File: config.mk
export PLATFORM = sky130hd
export DESIGN_NAME = ppcp_device_end_flat
export DESIGN_NICKNAME = d
export VERILOG_FILES = /design/src/design/ppcp_pkg.sv /design/src/design/ppcp_link_if.sv /design/src/design/ppcp_sync.sv /design/src/design/ppcp_device_end.sv /design/src/flat_wrapper.sv
export SDC_FILE = /design/constraint.sdc
export NUM_CORES = 1
export LEC_CHECK = 0
export ABC_AREA = 0
export BUFFER_PORTS_ARGS = -buffer_cell sky130_fd_sc_hd__buf_2
export CAP_MARGIN = 30
export CORE_MARGIN = 5
export CORE_UTILIZATION = 51
export DETAILED_ROUTE_END_ITERATION = 8
export PLACE_DENSITY = 0.87
export SLEW_MARGIN = 20
export SYNTH_ARGS = -nofsm -noshare
export SYNTH_HDL_FRONTEND = slang
export SYNTH_SLANG_ARGS = --single-unit
export TNS_END_PERCENT = 10
File: constraint.sdc
create_clock -name core_clk -period 3.6 [get_ports core_clk]
set_input_delay 0.72 -clock core_clk [delete_from_list [all_inputs] [get_ports core_clk]]
set_output_delay 0.72 -clock core_clk [all_outputs]
set_load 0.005 [all_outputs]
File: src/design/ppcp_pkg.sv
// =====================================================================
// Shared constants of the passive parallel configuration port
package ppcp_pkg;

  // =====================================================================
  // Clock and counter sizing
  localparam int unsigned CORE_CLK_MHZ = 100;
  localparam int unsigned CNT_W = 20;
  localparam int unsigned DATA_W = 32;

  // =====================================================================
  // Link timing, each figure in its own unit, then in core clock cycles
  localparam int unsigned REQ_TO_LOW_MAX_NS = 600;
  localparam int unsigned REQ_TO_LOW_CYC = REQ_TO_LOW_MAX_NS * CORE_CLK_MHZ / 1000;
  localparam int unsigned REQ_LOW_MIN_US = 2;
  localparam int unsigned REQ_LOW_CYC = REQ_LOW_MIN_US * CORE_CLK_MHZ;
  localparam int unsigned STATUS_LOW_MIN_US = 268;
  localparam int unsigned STATUS_LOW_MIN_CYC = STATUS_LOW_MIN_US * CORE_CLK_MHZ;
  localparam int unsigned STATUS_LOW_MAX_US = 1506;
  localparam int unsigned STATUS_LOW_MAX_CYC = STATUS_LOW_MAX_US * CORE_CLK_MHZ;
  localparam int unsigned REQ_HIGH_TO_CLK_US = 1506;
  localparam int unsigned REQ_HIGH_TO_CLK_CYC = REQ_HIGH_TO_CLK_US * CORE_CLK_MHZ;
  localparam int unsigned STATUS_TO_CLK_US = 2;
  localparam int unsigned STATUS_TO_CLK_CYC = STATUS_TO_CLK_US * CORE_CLK_MHZ;
  localparam int unsigned INIT_MIN_US = 175;
  localparam int unsigned INIT_MAX_US = 437;
  localparam int unsigned INIT_CYC = INIT_MIN_US * CORE_CLK_MHZ;
  localparam int unsigned POR_DELAY_US = 100;
  localparam int unsigned POR_DELAY_CYC = POR_DELAY_US * CORE_CLK_MHZ;
  localparam int unsigned BIT_CLK_MIN_PERIOD_NS = 8;
  localparam int unsigned STARTUP_WAIT_PERIODS = 4;
  localparam int unsigned STARTUP_WAIT_CYC =
    (STARTUP_WAIT_PERIODS * BIT_CLK_MIN_PERIOD_NS * CORE_CLK_MHZ + 999) / 1000;
  localparam int unsigned USER_INIT_CLKS = 8576;
  localparam int unsigned TAIL_FALLS = 2;
  localparam int unsigned HALF_PERIOD_CYC = 6;

  // =====================================================================
  // Bus width straps
  localparam logic [1:0] WIDTH_8 = 2'h0;
  localparam logic [1:0] WIDTH_16 = 2'h1;
  localparam logic [1:0] WIDTH_32 = 2'h2;

  // =====================================================================
  // Host register map and fields
  localparam logic [7:0] REG_CTRL = 8'h00;
  localparam logic [7:0] REG_LEN = 8'h04;
  localparam logic [7:0] REG_DATA = 8'h08;
  localparam logic [7:0] REG_STATUS = 8'h0c;
  localparam int unsigned CTRL_START_BIT = 0;
  localparam int unsigned CTRL_MONITOR_BIT = 1;
  localparam int unsigned CTRL_RATIO_LSB = 4;
  localparam logic [31:0] CTRL_RST = 32'h00000010;
  localparam logic [31:0] LEN_RST = 32'h00000000;
  localparam int unsigned OPT_STARTUP_DONE_BIT = 0;

  typedef enum logic [2:0] {
    DS_POR = 3'b000,
    DS_HOLD = 3'b001,
    DS_STATUS = 3'b010,
    DS_LOAD = 3'b011,
    DS_TAIL = 3'b100,
    DS_WAITCLK = 3'b101,
    DS_INIT = 3'b110,
    DS_USER = 3'b111
  } ppcp_dev_state_t;

  typedef enum logic [2:0] {
    HS_IDLE = 3'b000,
    HS_REQ = 3'b001,
    HS_WAIT = 3'b010,
    HS_WORD = 3'b011,
    HS_WAITCD = 3'b100,
    HS_FALLS = 3'b101,
    HS_DONE = 3'b110
  } ppcp_host_state_t;

endpackage

File: src/design/ppcp_link_if.sv
`timescale 1ns/1ns
`default_nettype none
// =====================================================================
// Configuration link between host and device
interface ppcp_link_if;
  logic reconfigRequestN;
  logic cfgStatusN;
  logic loadComplete;
  logic cfgBitClock;
  logic [31:0] cfgData;
  logic startupDoneN;

  modport dev (
    input reconfigRequestN,
    input cfgBitClock,
    input cfgData,
    output cfgStatusN,
    output loadComplete,
    output startupDoneN
  );

  modport host (
    output reconfigRequestN,
    output cfgBitClock,
    output cfgData,
    input cfgStatusN,
    input loadComplete,
    input startupDoneN
  );
endinterface
`default_nettype wire

File: src/design/ppcp_sync.sv
`timescale 1ns/1ns
`default_nettype none
// =====================================================================
// Two-flop synchroniser with edge detection per bit
module ppcp_sync #(
  parameter int unsigned WIDTH = 1
) (
  input wire logic core_clk,
  input wire logic rst_n,
  input wire logic [WIDTH-1:0] d,
  output logic [WIDTH-1:0] q,
  output logic [WIDTH-1:0] rise,
  output logic [WIDTH-1:0] fall
);
  logic [WIDTH-1:0] meta;
  logic [WIDTH-1:0] prev;

  // First stage feeds only the second, edges come from later stages
  genvar i;
  generate
    for (i = 0; i < WIDTH; i++)
    begin : g_bit
      always_ff @(posedge core_clk or negedge rst_n)
      begin
        if (!rst_n)
        begin
          meta[i] <= 1'b0;
          q[i] <= 1'b0;
          prev[i] <= 1'b0;
        end
        else
        begin
          meta[i] <= d[i];
          q[i] <= meta[i];
          prev[i] <= q[i];
        end
      end
      assign rise[i] = q[i] & ~prev[i];
      assign fall[i] = ~q[i] & prev[i];
    end
  endgenerate
endmodule
`default_nettype wire

File: src/design/ppcp_device_end.sv
`timescale 1ns/1ns
`default_nettype none
// Notes on behaviour
// - User mode: all lines high; request low reconfigures
// - Status low throughout power-on delay
// - Load-complete low before and during loading
// - Host must send the whole image
// - Load-complete rises after the last word received
// - Host gives two falling edges afterwards
// - Bit clock ignored once configured
// - Host never floats bit clock afterwards
// - Narrow modes use low data bits only
// - Startup-done driven low once option loaded
// - Host may pause clock low, data first
// - Words captured on bit clock rising edges
// - Host holds request low 2 us minimum
// - Both outputs low within 600 ns
// - Status low 268 to 1506 us
// - Host waits after status or request rises
// - Host clock rate and duty limits
// - Internal oscillator init 175 to 437 us
// - User clock: wait, then 8576 cycles
// - Ratio set by width and features
// - Host stops clock only after ratio-1 cycles
module ppcp_device_end
  import ppcp_pkg::*;
#(
  parameter int unsigned POR_CYC = POR_DELAY_CYC,
  parameter int unsigned STATUS_MIN_CYC = STATUS_LOW_MIN_CYC,
  parameter int unsigned INIT_DELAY_CYC = INIT_CYC,
  parameter int unsigned USER_CLKS = USER_INIT_CLKS
) (
  input wire logic core_clk,
  input wire logic rst_n,
  ppcp_link_if.dev link,
  input wire logic [1:0] busWidth,
  input wire logic [3:0] clocksPerWord,
  input wire logic [31:0] imageWords,
  input wire logic useStartupClock,
  input wire logic user_startup_clock,
  output logic userMode,
  output logic wordValid,
  output logic [31:0] wordData,
  output logic [31:0] wordsTaken
);
  // =====================================================================
  // Pin synchronisers
  logic [2:0] ctlQ;
  logic [2:0] ctlRise;
  logic [2:0] ctlFall;
  logic [31:0] dataQ;
  logic reqN;
  logic bitRise;
  logic bitFall;
  logic userClkRise;

  // Data passes the same two stages as the clock, so a rise sees settled data
  ppcp_sync #(.WIDTH(3)) u_ctl_sync (
    .core_clk(core_clk),
    .rst_n(rst_n),
    .d({user_startup_clock, link.reconfigRequestN, link.cfgBitClock}),
    .q(ctlQ),
    .rise(ctlRise),
    .fall(ctlFall)
  );

  ppcp_sync #(.WIDTH(32)) u_data_sync (
    .core_clk(core_clk),
    .rst_n(rst_n),
    .d(link.cfgData),
    .q(dataQ),
    .rise(),
    .fall()
  );

  assign reqN = ctlQ[1];
  assign bitRise = ctlRise[0];
  assign bitFall = ctlFall[0];
  assign userClkRise = ctlRise[2];

  // =====================================================================
  // Sequencer
  ppcp_dev_state_t state;
  ppcp_dev_state_t next_state;
  logic [CNT_W-1:0] cnt;
  logic [3:0] ratio;
  logic [3:0] phase;
  logic [1:0] widthSel;
  logic useUserClk;
  logic [31:0] maskedData;
  logic lastWord;

  // Narrow modes take the low lanes; upper lanes stay with user logic
  always_comb
  begin
    case (widthSel)
      WIDTH_8: maskedData = {24'h000000, dataQ[7:0]};
      WIDTH_16: maskedData = {16'h0000, dataQ[15:0]};
      default: maskedData = dataQ;
    endcase
  end

  assign lastWord = (wordsTaken + 32'h00000001) >= imageWords;

  // Next state; a low request overrides everything after power-on
  always_comb
  begin
    next_state = state;
    if (state != DS_POR && !reqN)
    begin
      next_state = DS_HOLD;
    end
    else
    begin
      case (state)
        DS_POR:
          if (cnt >= CNT_W'(POR_CYC - 1))
          begin
            next_state = DS_LOAD;
          end
        DS_HOLD:
          next_state = DS_STATUS;
        DS_STATUS:
          if (cnt >= CNT_W'(STATUS_MIN_CYC - 1))
          begin
            next_state = DS_LOAD;
          end
        DS_LOAD:
          if (bitRise && phase == 4'h0 && lastWord)
          begin
            next_state = DS_TAIL;
          end
        DS_TAIL:
          if (bitFall && cnt == CNT_W'(TAIL_FALLS - 1) + CNT_W'(ratio)) // Own group falls first
          begin
            next_state = useUserClk ? DS_WAITCLK : DS_INIT;
          end
        DS_WAITCLK:
          if (cnt >= CNT_W'(STARTUP_WAIT_CYC - 1))
          begin
            next_state = DS_INIT;
          end
        DS_INIT:
          if (useUserClk ? (userClkRise && cnt == CNT_W'(USER_CLKS - 1))
                         : (cnt >= CNT_W'(INIT_DELAY_CYC - 1)))
          begin
            next_state = DS_USER;
          end
        DS_USER:
          next_state = DS_USER;
        default:
          next_state = DS_POR;
      endcase
    end
  end

  // State and the shared interval counter
  always_ff @(posedge core_clk or negedge rst_n)
  begin
    if (!rst_n)
    begin
      state <= DS_POR;
      cnt <= '0;
    end
    else
    begin
      state <= next_state;
      if (next_state != state && !(state == DS_HOLD && next_state == DS_STATUS))
      begin
        cnt <= '0;
      end
      else if (state == DS_TAIL)
      begin
        cnt <= bitFall ? cnt + 1'b1 : cnt;
      end
      else if (state == DS_INIT && useUserClk)
      begin
        cnt <= userClkRise ? cnt + 1'b1 : cnt;
      end
      else if (cnt != {CNT_W{1'b1}})
      begin
        // Saturates so a very long request pulse cannot wrap the count
        cnt <= cnt + 1'b1;
      end
    end
  end

  // Straps are caught when loading begins, not under reset
  always_ff @(posedge core_clk or negedge rst_n)
  begin
    if (!rst_n)
    begin
      ratio <= 4'h1;
      widthSel <= WIDTH_8;
      useUserClk <= 1'b0;
    end
    else if (next_state == DS_LOAD && state != DS_LOAD)
    begin
      ratio <= (clocksPerWord == 4'h0) ? 4'h1 : clocksPerWord;
      widthSel <= busWidth;
      useUserClk <= useStartupClock;
    end
  end

  // Word capture: first rise of each group of ratio rises
  always_ff @(posedge core_clk or negedge rst_n)
  begin
    if (!rst_n)
    begin
      phase <= 4'h0;
      wordValid <= 1'b0;
      wordData <= 32'h00000000;
      wordsTaken <= 32'h00000000;
    end
    else
    begin
      wordValid <= 1'b0;
      if (state != DS_LOAD)
      begin
        phase <= 4'h0;
        if (next_state == DS_LOAD)
        begin
          wordsTaken <= 32'h00000000;
        end
      end
      else if (bitRise)
      begin
        phase <= (phase == ratio - 4'h1) ? 4'h0 : phase + 4'h1;
        if (phase == 4'h0)
        begin
          wordValid <= 1'b1;
          wordData <= maskedData;
          wordsTaken <= wordsTaken + 32'h00000001;
        end
      end
    end
  end

  // =====================================================================
  // Link outputs, registered from the next state
  always_ff @(posedge core_clk or negedge rst_n)
  begin
    if (!rst_n)
    begin
      link.cfgStatusN <= 1'b0;
      link.loadComplete <= 1'b0;
      userMode <= 1'b0;
    end
    else
    begin
      // Status and load-complete drop one cycle after the synced request
      link.cfgStatusN <= !(next_state inside {DS_POR, DS_HOLD, DS_STATUS});
      link.loadComplete <= next_state inside {DS_TAIL, DS_WAITCLK, DS_INIT, DS_USER};
      userMode <= next_state == DS_USER;
    end
  end

  // Startup-done sits high until the option arrives in the image
  always_ff @(posedge core_clk or negedge rst_n)
  begin
    if (!rst_n)
    begin
      link.startupDoneN <= 1'b1;
    end
    else if (next_state == DS_HOLD || next_state == DS_USER)
    begin
      link.startupDoneN <= 1'b1;
    end
    else if (state == DS_LOAD && bitRise && phase == 4'h0 && wordsTaken == 32'h00000000
             && maskedData[OPT_STARTUP_DONE_BIT])
    begin
      link.startupDoneN <= 1'b0;
    end
  end
endmodule
`default_nettype wire

File: src/flat_wrapper.sv
// flat-port wrapper written by rule: the top's interface ports become plain ports
module ppcp_device_end_flat import ppcp_pkg::*;
#(
  parameter int unsigned POR_CYC = POR_DELAY_CYC,
  parameter int unsigned STATUS_MIN_CYC = STATUS_LOW_MIN_CYC,
  parameter int unsigned INIT_DELAY_CYC = INIT_CYC,
  parameter int unsigned USER_CLKS = USER_INIT_CLKS
)
  (core_clk, rst_n, busWidth, clocksPerWord, imageWords, useStartupClock, user_startup_clock, userMode, wordValid, wordData, wordsTaken, link_reconfigRequestN, link_cfgBitClock, link_cfgData, link_cfgStatusN, link_loadComplete, link_startupDoneN);
  ppcp_link_if link_i ();
  input wire logic core_clk;
  input wire logic rst_n;
  input wire logic [1:0] busWidth;
  input wire logic [3:0] clocksPerWord;
  input wire logic [31:0] imageWords;
  input wire logic useStartupClock;
  input wire logic user_startup_clock;
  output logic userMode;
  output logic wordValid;
  output logic [31:0] wordData;
  output logic [31:0] wordsTaken;
  input wire logic [$bits(link_i.reconfigRequestN)-1:0] link_reconfigRequestN;
  input wire logic [$bits(link_i.cfgBitClock)-1:0] link_cfgBitClock;
  input wire logic [$bits(link_i.cfgData)-1:0] link_cfgData;
  output wire logic [$bits(link_i.cfgStatusN)-1:0] link_cfgStatusN;
  output wire logic [$bits(link_i.loadComplete)-1:0] link_loadComplete;
  output wire logic [$bits(link_i.startupDoneN)-1:0] link_startupDoneN;
  assign link_i.reconfigRequestN = link_reconfigRequestN;
  assign link_i.cfgBitClock = link_cfgBitClock;
  assign link_i.cfgData = link_cfgData;
  assign link_cfgStatusN = link_i.cfgStatusN;
  assign link_loadComplete = link_i.loadComplete;
  assign link_startupDoneN = link_i.startupDoneN;
  ppcp_device_end #(.POR_CYC(POR_CYC), .STATUS_MIN_CYC(STATUS_MIN_CYC), .INIT_DELAY_CYC(INIT_DELAY_CYC), .USER_CLKS(USER_CLKS)) u_core (.core_clk(core_clk), .rst_n(rst_n), .link(link_i), .busWidth(busWidth), .clocksPerWord(clocksPerWord), .imageWords(imageWords), .useStartupClock(useStartupClock), .user_startup_clock(user_startup_clock), .userMode(userMode), .wordValid(wordValid), .wordData(wordData), .wordsTaken(wordsTaken));
endmodule
==> results of run 1 <==
[worst max-delay path by stage]
stage                         start             to  slack, ns  cells past startpoint
3_3_place_gp   u_core.wordsTaken[1]  u_core.cnt[3]       0.01                     16
2_1_floorplan  u_core.wordsTaken[0]  u_core.cnt[0]      -0.06                     17
5_1_grt        u_core.wordsTaken[1]  u_core.cnt[6]      -0.33                     16
3_5_place_dp   u_core.wordsTaken[1]  u_core.cnt[3]      -0.13                     14
4_1_cts        u_core.wordsTaken[0]  u_core.cnt[3]      -0.09                     16
6_report       u_core.wordsTaken[0]  u_core.cnt[4]      -0.18                     16
[power by group through the flow]
stage               registers (mW)  clock network (mW)  logic, mW
finish                        2.54                1.81       1.48
global route                  2.58                1.94       1.63
CTS                           2.53                1.83       1.45
detailed placement            2.56                   0       1.36
global placement              2.56                   0       1.30
floorplan                     2.49                   0      0.863
[flip-flops by register name, summed over array words and instances (netlist names)]
register                  count
u_core.phase                  4
u_core.wordData              32
u_core.wordValid              1
u_core.ratio                  4
u_core.useUserClk             1
u_core.cnt                   20
u_core.widthSel               2
u_core.link.loadComplete      1
u_core.state                  3
u_core.u_data_sync.q         32
u_core.userMode               1
u_core.u_ctl_sync.q           3
u_core.u_ctl_sync.prev        2
u_core.link.cfgStatusN        1
u_core.u_data_sync.meta      32
u_core.link.startupDoneN      1
u_core.u_ctl_sync.meta        3
u_core.wordsTaken            32
[cells in the mapped netlist, types with 8 or more instances]
| cell type | n |
|---|---|
| a211oi_1 | 9 |
| a21oi_1 | 21 |
| and2_1 | 11 |
| and3_1 | 19 |
| and4_1 | 8 |
| clkbuf_1 | 32 |
| dfrtp_1 | 173 |
| ha_1 | 39 |
| inv_1 | 47 |
| nand2_1 | 167 |
| nand3_1 | 45 |
| nand4_1 | 23 |
| nor2_1 | 61 |
| nor2b_1 | 11 |
| nor3_1 | 28 |
| nor4_1 | 14 |
| o21ai_0 | 28 |
| o21ai_2 | 9 |
| xnor2_1 | 43 |
| xor2_1 | 16 |
[per-stage QoR]
step | setup WS (ns) | std cells | area [sq um] | total power, mW
after floorplan | -0.0641 | 896 | 8630 | 3.35
after global placement | 0.0138 | 1261 | 9820 | 3.85
after detailed placement | -0.133 | 1261 | 9820 | 3.93
after CTS | -0.0857 | 1303 | 10500 | 5.82
after global routing | -0.330 | 1309 | 10600 | 6.15
final | -0.180 | 1309 | 10600 | 5.83
[worst reg2reg max path, cell delays in order, from the launching register on]
cell,delay [ns]
dfrtp_1,0.41
ha_4,0.17
nand3_4,0.09
or3b_4,0.42
nor3_4,0.22
and4_4,0.29
nand3_2,0.10
xnor2_2,0.15
ha_1,0.30
nand4_1,0.19
or4_4,0.50
a21oi_4,0.17
and2_4,0.19
a211oi_2,0.07
o221ai_2,0.15
buf_4,0.22
a211oi_1,0.05
[per-layer routing]
metal  track usage [%]  routed length (um)
met5                 0                   7
met4              10.8                 922
met3              5.76                1720
met2              34.7               10400
met1              29.3                9010
[what timing repair did]
| item | CTS | global route |
|---|---|---|
| gates resized for setup | 18 | 11 |
| setup endpoints to repair | 23 | 27 |
| setup buffers | 8 | 6 |
| gates cloned | 2 | 0 |
| pin swaps | 9 | 13 |
[kinds of logic after synthesis]
kind of cell,Yosys count
simple gates,413
flops,175
compound gates,109
buf+inv,90
xor+xnor,59
fa+ha+maj,39
mux,11
[cell type report]
type / count / area (sq um)
flip-flops and latches: 175 / 4380
well taps: 220 / 275
repair buffers: 204 / 1230
inverters: 47 / 176
clock inverters: 15 / 164
clock buffers: 17 / 425
multi-input cells: 631 / 3990
fillers: 1217 / 5880
==> flow_summary_export.csv, run 1 <==
group,metric,value,unit
power_and_ir_drop,cellInternalPower,3.83,mW
logic_synthesis,synth_area_leader_cell,"dfrtp_1",
timing,whs,0.308,ns
timing,clock_skew,0.0133,ns
floorplan,fp.dieH,140,um
clock_tree,cts_tree,"yes",
critical_path,rrSetupSlack,-0.18,ns
place,gp_congestion,0.920,
global_route,grt_usage,22.3,%
clock_tree,cts_max_level,4,
logic_synthesis,seq_area_frac_synth,51.2,%
timing,fin_crit_sh,105,%
critical_path,path_cells,"ha_4 -> nand3_4 -> or3b_4 -> nor3_4 -> and4_4 -> nand3_2 -> xnor2_2 -> ha_1 -> nand4_1 -> or4_4 -> a21oi_4 -> and2_4 -> a211oi_2 -> o221ai_2 -> buf_4 -> a211oi_1",
critical_path,start_kind,"flip-flop",
critical_path,cp-end-kind,"flip-flop",
hold_path,hold_class,"input pin to async pin",
global_route,grt_start_max_net_pins,76,
power_and_ir_drop,p_switching,2.00,mW
logic_synthesis,syn_area,8560,sq um
power_and_ir_drop,power_frac_clock,31.0,%
clock_tree,root_buffer,"clkbuf_16",
critical_path,cp_data_required_time,3.90,ns
drt,drtPass1Iterations,8,
job,maxCapViolations,0,
drt,vias_per_cell,5.66,
critical_path,critical-path-top-delay-family,"simple AND/OR/NAND/NOR gates",
finish,n_antenna_cell,0,
logic_synthesis,synth_top_area_share,50.6,%
finish,nets,1191,
logic_synthesis,syn_inst,896,
logic_synthesis,synth_ff_type,"dfrtp_1",
global_route,overflow,0,
logic_synthesis,synth_edf_count,0,
logic_synthesis,ys_warn_count,0,
clock_tree,cts_sinks,175,
power_and_ir_drop,swShare,34.4,%
critical_path,r2r_end,"u_core.cnt[4]",
finish,final_util,64.4,%
logic_synthesis,synth_compound_gate_area_share,8.49,%
clock_tree,clk_pin_slew,0.08,ns
drt,drtIter0Drc,861,
finish,layout_commonest_cell,"dfrtp_1",
critical_path,r2r-start,"u_core.wordsTaken[0]",
timing,rsz0062_at_grt,"true",
critical_path,arrival,4.08,ns
status,status,"complete, but fails checks",
clock_tree,insertion_delay,0.43,ns
logic_synthesis,synthAdderAreaFrac,5.70,%
status,violations,"design-rule violations, negative setup slack",
drt,ant_nets,0,
logic_synthesis,synth_top_family_by_area,"simple AND/OR/NAND/NOR gates",
logic_synthesis,synth_xor_area_share,6.04,%
timing,final_hold_viol_count,0,
clock_tree,numCtsBuffers,17,
drt,wl,22.0,mm
drt,drc_errors,2,
power_and_ir_drop,p_seq_share,43.6,%
logic_synthesis,synth.avg_cell_area,9.56,sq um
finish,syn2layout_area_growth,24.3,%
floorplan,die_w,140,um
power_and_ir_drop,peakVddDrop,0.000391,V
timing,worst_slew_pin_slew,0.854,ns
floorplan,num_rows,47,
global_route,grt_pass1_vias,7246,
global_route,grt_pass1_wl,35.6,mm
place,dpl.hpwl,14.9,mm
power_and_ir_drop,combPwrFrac,25.4,%
floorplan,dieArea,19500,sq um
timing,max_freq,0.265,GHz
logic_synthesis,synth_nets,1011,
global_route,antenna_found_initial,1,
power_and_ir_drop,leakage,5.35,nW
floorplan,initial_utilization,51.8,%
timing,layout_min_cycle_time,3.78,ns
timing,setup_viol,23,
timing,setup_slack,-0.180,ns
clock_tree,clock_path_buffers,2,
logic_synthesis,muxShareOfSynthArea,1.37,%
clock_tree,cts_hold_buf,0,
critical_path,rr_worst_depth,16,
timing,tns,-3.42,ns
power_and_ir_drop,powerDensity,548,nW/um^2
timing,slew_headroom,43.0,%
floorplan,io_pins,145,
logic_synthesis,ys_ff_latch,175,
logic_synthesis,synth_area_leaders,"dfrtp_1 (51%), nand2_1 (7.3%), ha_1 (5.7%)",
logic_synthesis,async_flop_share,100,%
drt,post_drt_wl_per_cell,16.8,um
critical_path,slowest_stage,"or4_4",
place,port_buffers,144,
critical_path,path_buf_inv,1,
critical_path,worstSetupPathType,"flip-flop to flip-flop",
drt,vias,7408,
finish,final_cell_mix,"dfrtp_1 (173), nand2_1 (167), buf_2 (143)",
logic_synthesis,synth-simple-area-share,23.0,%
timing,drv_slew,0,
floorplan,core,16500,sq um
logic_synthesis,synth_cell_types,59,
critical_path,cpPeakStageDelay,0.50,ns
finish,drive_above_1_share,26.4,%
critical_path,crit_path_max_fanout,5,
(Power assumes the default switching activity.)
==> run 2, diff against run 1 <==
--- a/config.mk
+++ b/config.mk
@@ -8,10 +8,11 @@
 export ABC_AREA = 0
 export BUFFER_PORTS_ARGS = -buffer_cell sky130_fd_sc_hd__buf_2
 export CAP_MARGIN = 30
-export CORE_MARGIN = 5
+export CORE_MARGIN = 3
 export CORE_UTILIZATION = 51
 export DETAILED_ROUTE_END_ITERATION = 8
 export PLACE_DENSITY = 0.87
+export RECOVER_POWER = 100
 export SLEW_MARGIN = 20
 export SYNTH_ARGS = -nofsm -noshare
 export SYNTH_HDL_FRONTEND = slang
==> run 2 against run 1 <==
Compared with the run above:
- the run ends with max-capacitance violations, max-slew violations, negative setup slack left
- combinational power shrank 6%
- first-iteration DRC count decreased by 23%
- sequential share of layout area is 0.51 points higher
- sequential cell count is the same
- die area down 5.6%
- maximum frequency is 0.81% higher
- wire length down 5.8%
- cell count down 0.69%
- clock power increased by 5%
- critical endpoint is now u_core.cnt[0]
==> flow_summary_export.csv, run 2 (synthesis results as in run 1) <==
group,metric,value,unit
timing,slew_headroom,-49.4,%
global_route,antenna_found_initial,0,
drt,vias,7238,
critical_path,start_kind,"flip-flop",
drt,m1WireLength,8.90,mm
power_and_ir_drop,peakVddDrop,0.000444,V
floorplan,io_pins,145,
global_route,overflow,0,
finish,finalNonFillerCells,1300,
drt,met3WireLength,1.46,mm
floorplan,fp.dieH,136,um
global_route,grt_pass1_wl,34.2,mm
finish,nets,1186,
finish,drive_above_1_share,22.3,%
critical_path,rr_worst_depth,18,
global_route,grt_pass1_vias,6984,
timing,worst_slew_pin_slew,2.24,ns
clock_tree,root_buffer,"clkbuf_16",
drt,vias_per_cell,5.57,
critical_path,r2r-start,"u_core.wordsTaken[1]",
hold_path,hp-start,"u_core.u_data_sync.meta[0]",
drt,top_layer,"met4",
clock_tree,cts_sinks,175,
status,status,"complete, but fails checks",
timing,max_freq,0.267,GHz
clock_tree,numCtsBuffers,17,
global_route,grt_start_max_net_pins,96,
critical_path,r2r_end,"u_core.cnt[0]",
drt,drtIter0Drc,660,
critical_path,arrival,4.08,ns
place,port_buffers,144,
finish,syn2layout_area_growth,22.8,%
floorplan,dieArea,18400,sq um
clock_tree,cts_max_level,4,
clock_tree,insertion_delay,0.43,ns
drt,wl,20.8,mm
timing,setup_viol,23,
hold_path,whs_path_depth,0,
drt,post_drt_wl_per_cell,16.0,um
finish,stdcell_area,10500,sq um
clock_tree,clk_pin_slew,0.07,ns
finish,fillers,1212,
finish,final_util,65.0,%
timing,rsz0062_at_grt,"true",
hold_path,hold_class,"flip-flop to flip-flop",
job,maxCapViolations,1,
place,dpl.hpwl,14.4,mm
status,violations,"max-capacitance violations, max-slew violations, negative setup slack",
critical_path,crit_path_max_fanout,5,
floorplan,initial_utilization,52.9,%
clock_tree,cts_tree,"yes",
timing,layout_min_cycle_time,3.75,ns
critical_path,cp-end-kind,"flip-flop",
floorplan,core,16200,sq um
hold_path,hold_end,"u_core.u_data_sync.q[0]",
drt,routed-wl-met2,9.89,mm
timing,final_hold_viol_count,0,
power_and_ir_drop,leakage,5.20,nW
timing,setup_slack,-0.150,ns
critical_path,rrSetupSlack,-0.15,ns
finish,final_cell_mix,"dfrtp_1 (173), nand2_1 (167), buf_2 (120)",
finish,layout_commonest_cell,"dfrtp_1",
floorplan,die_w,136,um
power_and_ir_drop,powerDensity,556,nW/um^2
timing,drv_slew,96,
clock_tree,clock_path_buffers,2,
place,gp_congestion,0.896,
global_route,grt_usage,23.3,%
drt,drtPass1Iterations,6,
place,placedCellCount,1260,
floorplan,num_rows,46,
timing,fin_crit_sh,104,%
finish,n_antenna_cell,0,
drt,drc_errors,0,
critical_path,cp_data_required_time,3.93,ns
place,place_area,9820,sq um
critical_path,worstSetupPathType,"flip-flop to flip-flop",
drt,ant_nets,0,
timing,clock_skew,0.0129,ns
-- run 2: worst max-delay path by stage --
stage	slack, ns	end	depth (start not counted)	from
after floorplan	-0.06	u_core.cnt[0]	17	u_core.wordsTaken[0]
after global routing	-0.35	u_core.cnt[0]	18	u_core.wordsTaken[1]
after detailed placement	-0.12	u_core.cnt[0]	15	u_core.wordsTaken[1]
after global placement	-0.03	u_core.cnt[2]	15	u_core.wordsTaken[1]
final	-0.15	u_core.cnt[0]	18	u_core.wordsTaken[1]
after CTS	-0.09	u_core.cnt[14]	16	u_core.wordsTaken[1]
-- run 2: area by class of cell --
class / instances / area (sq um) / area share (%)
Sequential cell: 175 / 4380 / 41.7
Multi-Input combinational cell: 631 / 3950 / 37.6
Timing Repair Buffer: 199 / 1090 / 10.4
Clock buffer: 17 / 425 / 4.05
Tap cell: 216 / 270 / 2.57
Clock inverter: 15 / 210 / 2.00
Inverter: 47 / 176 / 1.68
-- run 2: critical path, cell delays in order, from the launching register on --
cell      delay, ns
dfrtp_1        0.38
ha_2           0.20
nand3_2        0.09
or3b_4         0.40
nor3_4         0.23
nand2_1        0.13
nor2_1         0.21
xor2_1         0.20
ha_1           0.25
nand4_1        0.13
buf_4          0.15
nor3_2         0.05
a221oi_2       0.27
buf_4          0.17
a211oi_2       0.07
a41oi_2        0.21
nand4_1        0.14
buf_6          0.17
a211oi_1       0.20
-- run 2: where the power goes --
part | switching (mW) | leakage, nW | internal, mW
sequential | 0.282 | 2.22 | 2.27
clock | 0.886 | 0.306 | 1.01
combinational | 0.809 | 2.68 | 0.583
-- run 2: metal layers --
layer,track usage [%],up-vias
li1,-,3399
met1,31.6,3476
met2,37.4,314
met3,4.90,49
met4,8.40,0
met5,0,-
-- run 2: timing repair --
action,CTS,global route
hold buffers,0,0
pin swaps,4,6
setup endpoints to repair,23,27
buffers inserted,5,2
cloned,1,0
gates resized for setup,10,8
-- run 2: stage by stage --
step | TNS, ns | hold WS (ns) | setup WS (ns) | power (mW)
5_1_grt | -7.09 | 0.357 | -0.350 | 6.17
6_report | -2.18 | 0.351 | -0.150 | 5.84
3_3_place_gp | -0.134 | 0.332 | -0.0320 | 3.86
3_5_place_dp | -1.78 | 0.335 | -0.118 | 3.92
4_1_cts | -1.69 | 0.352 | -0.0913 | 5.88
2_1_floorplan | -1.17 | 0.331 | -0.0641 | 3.35
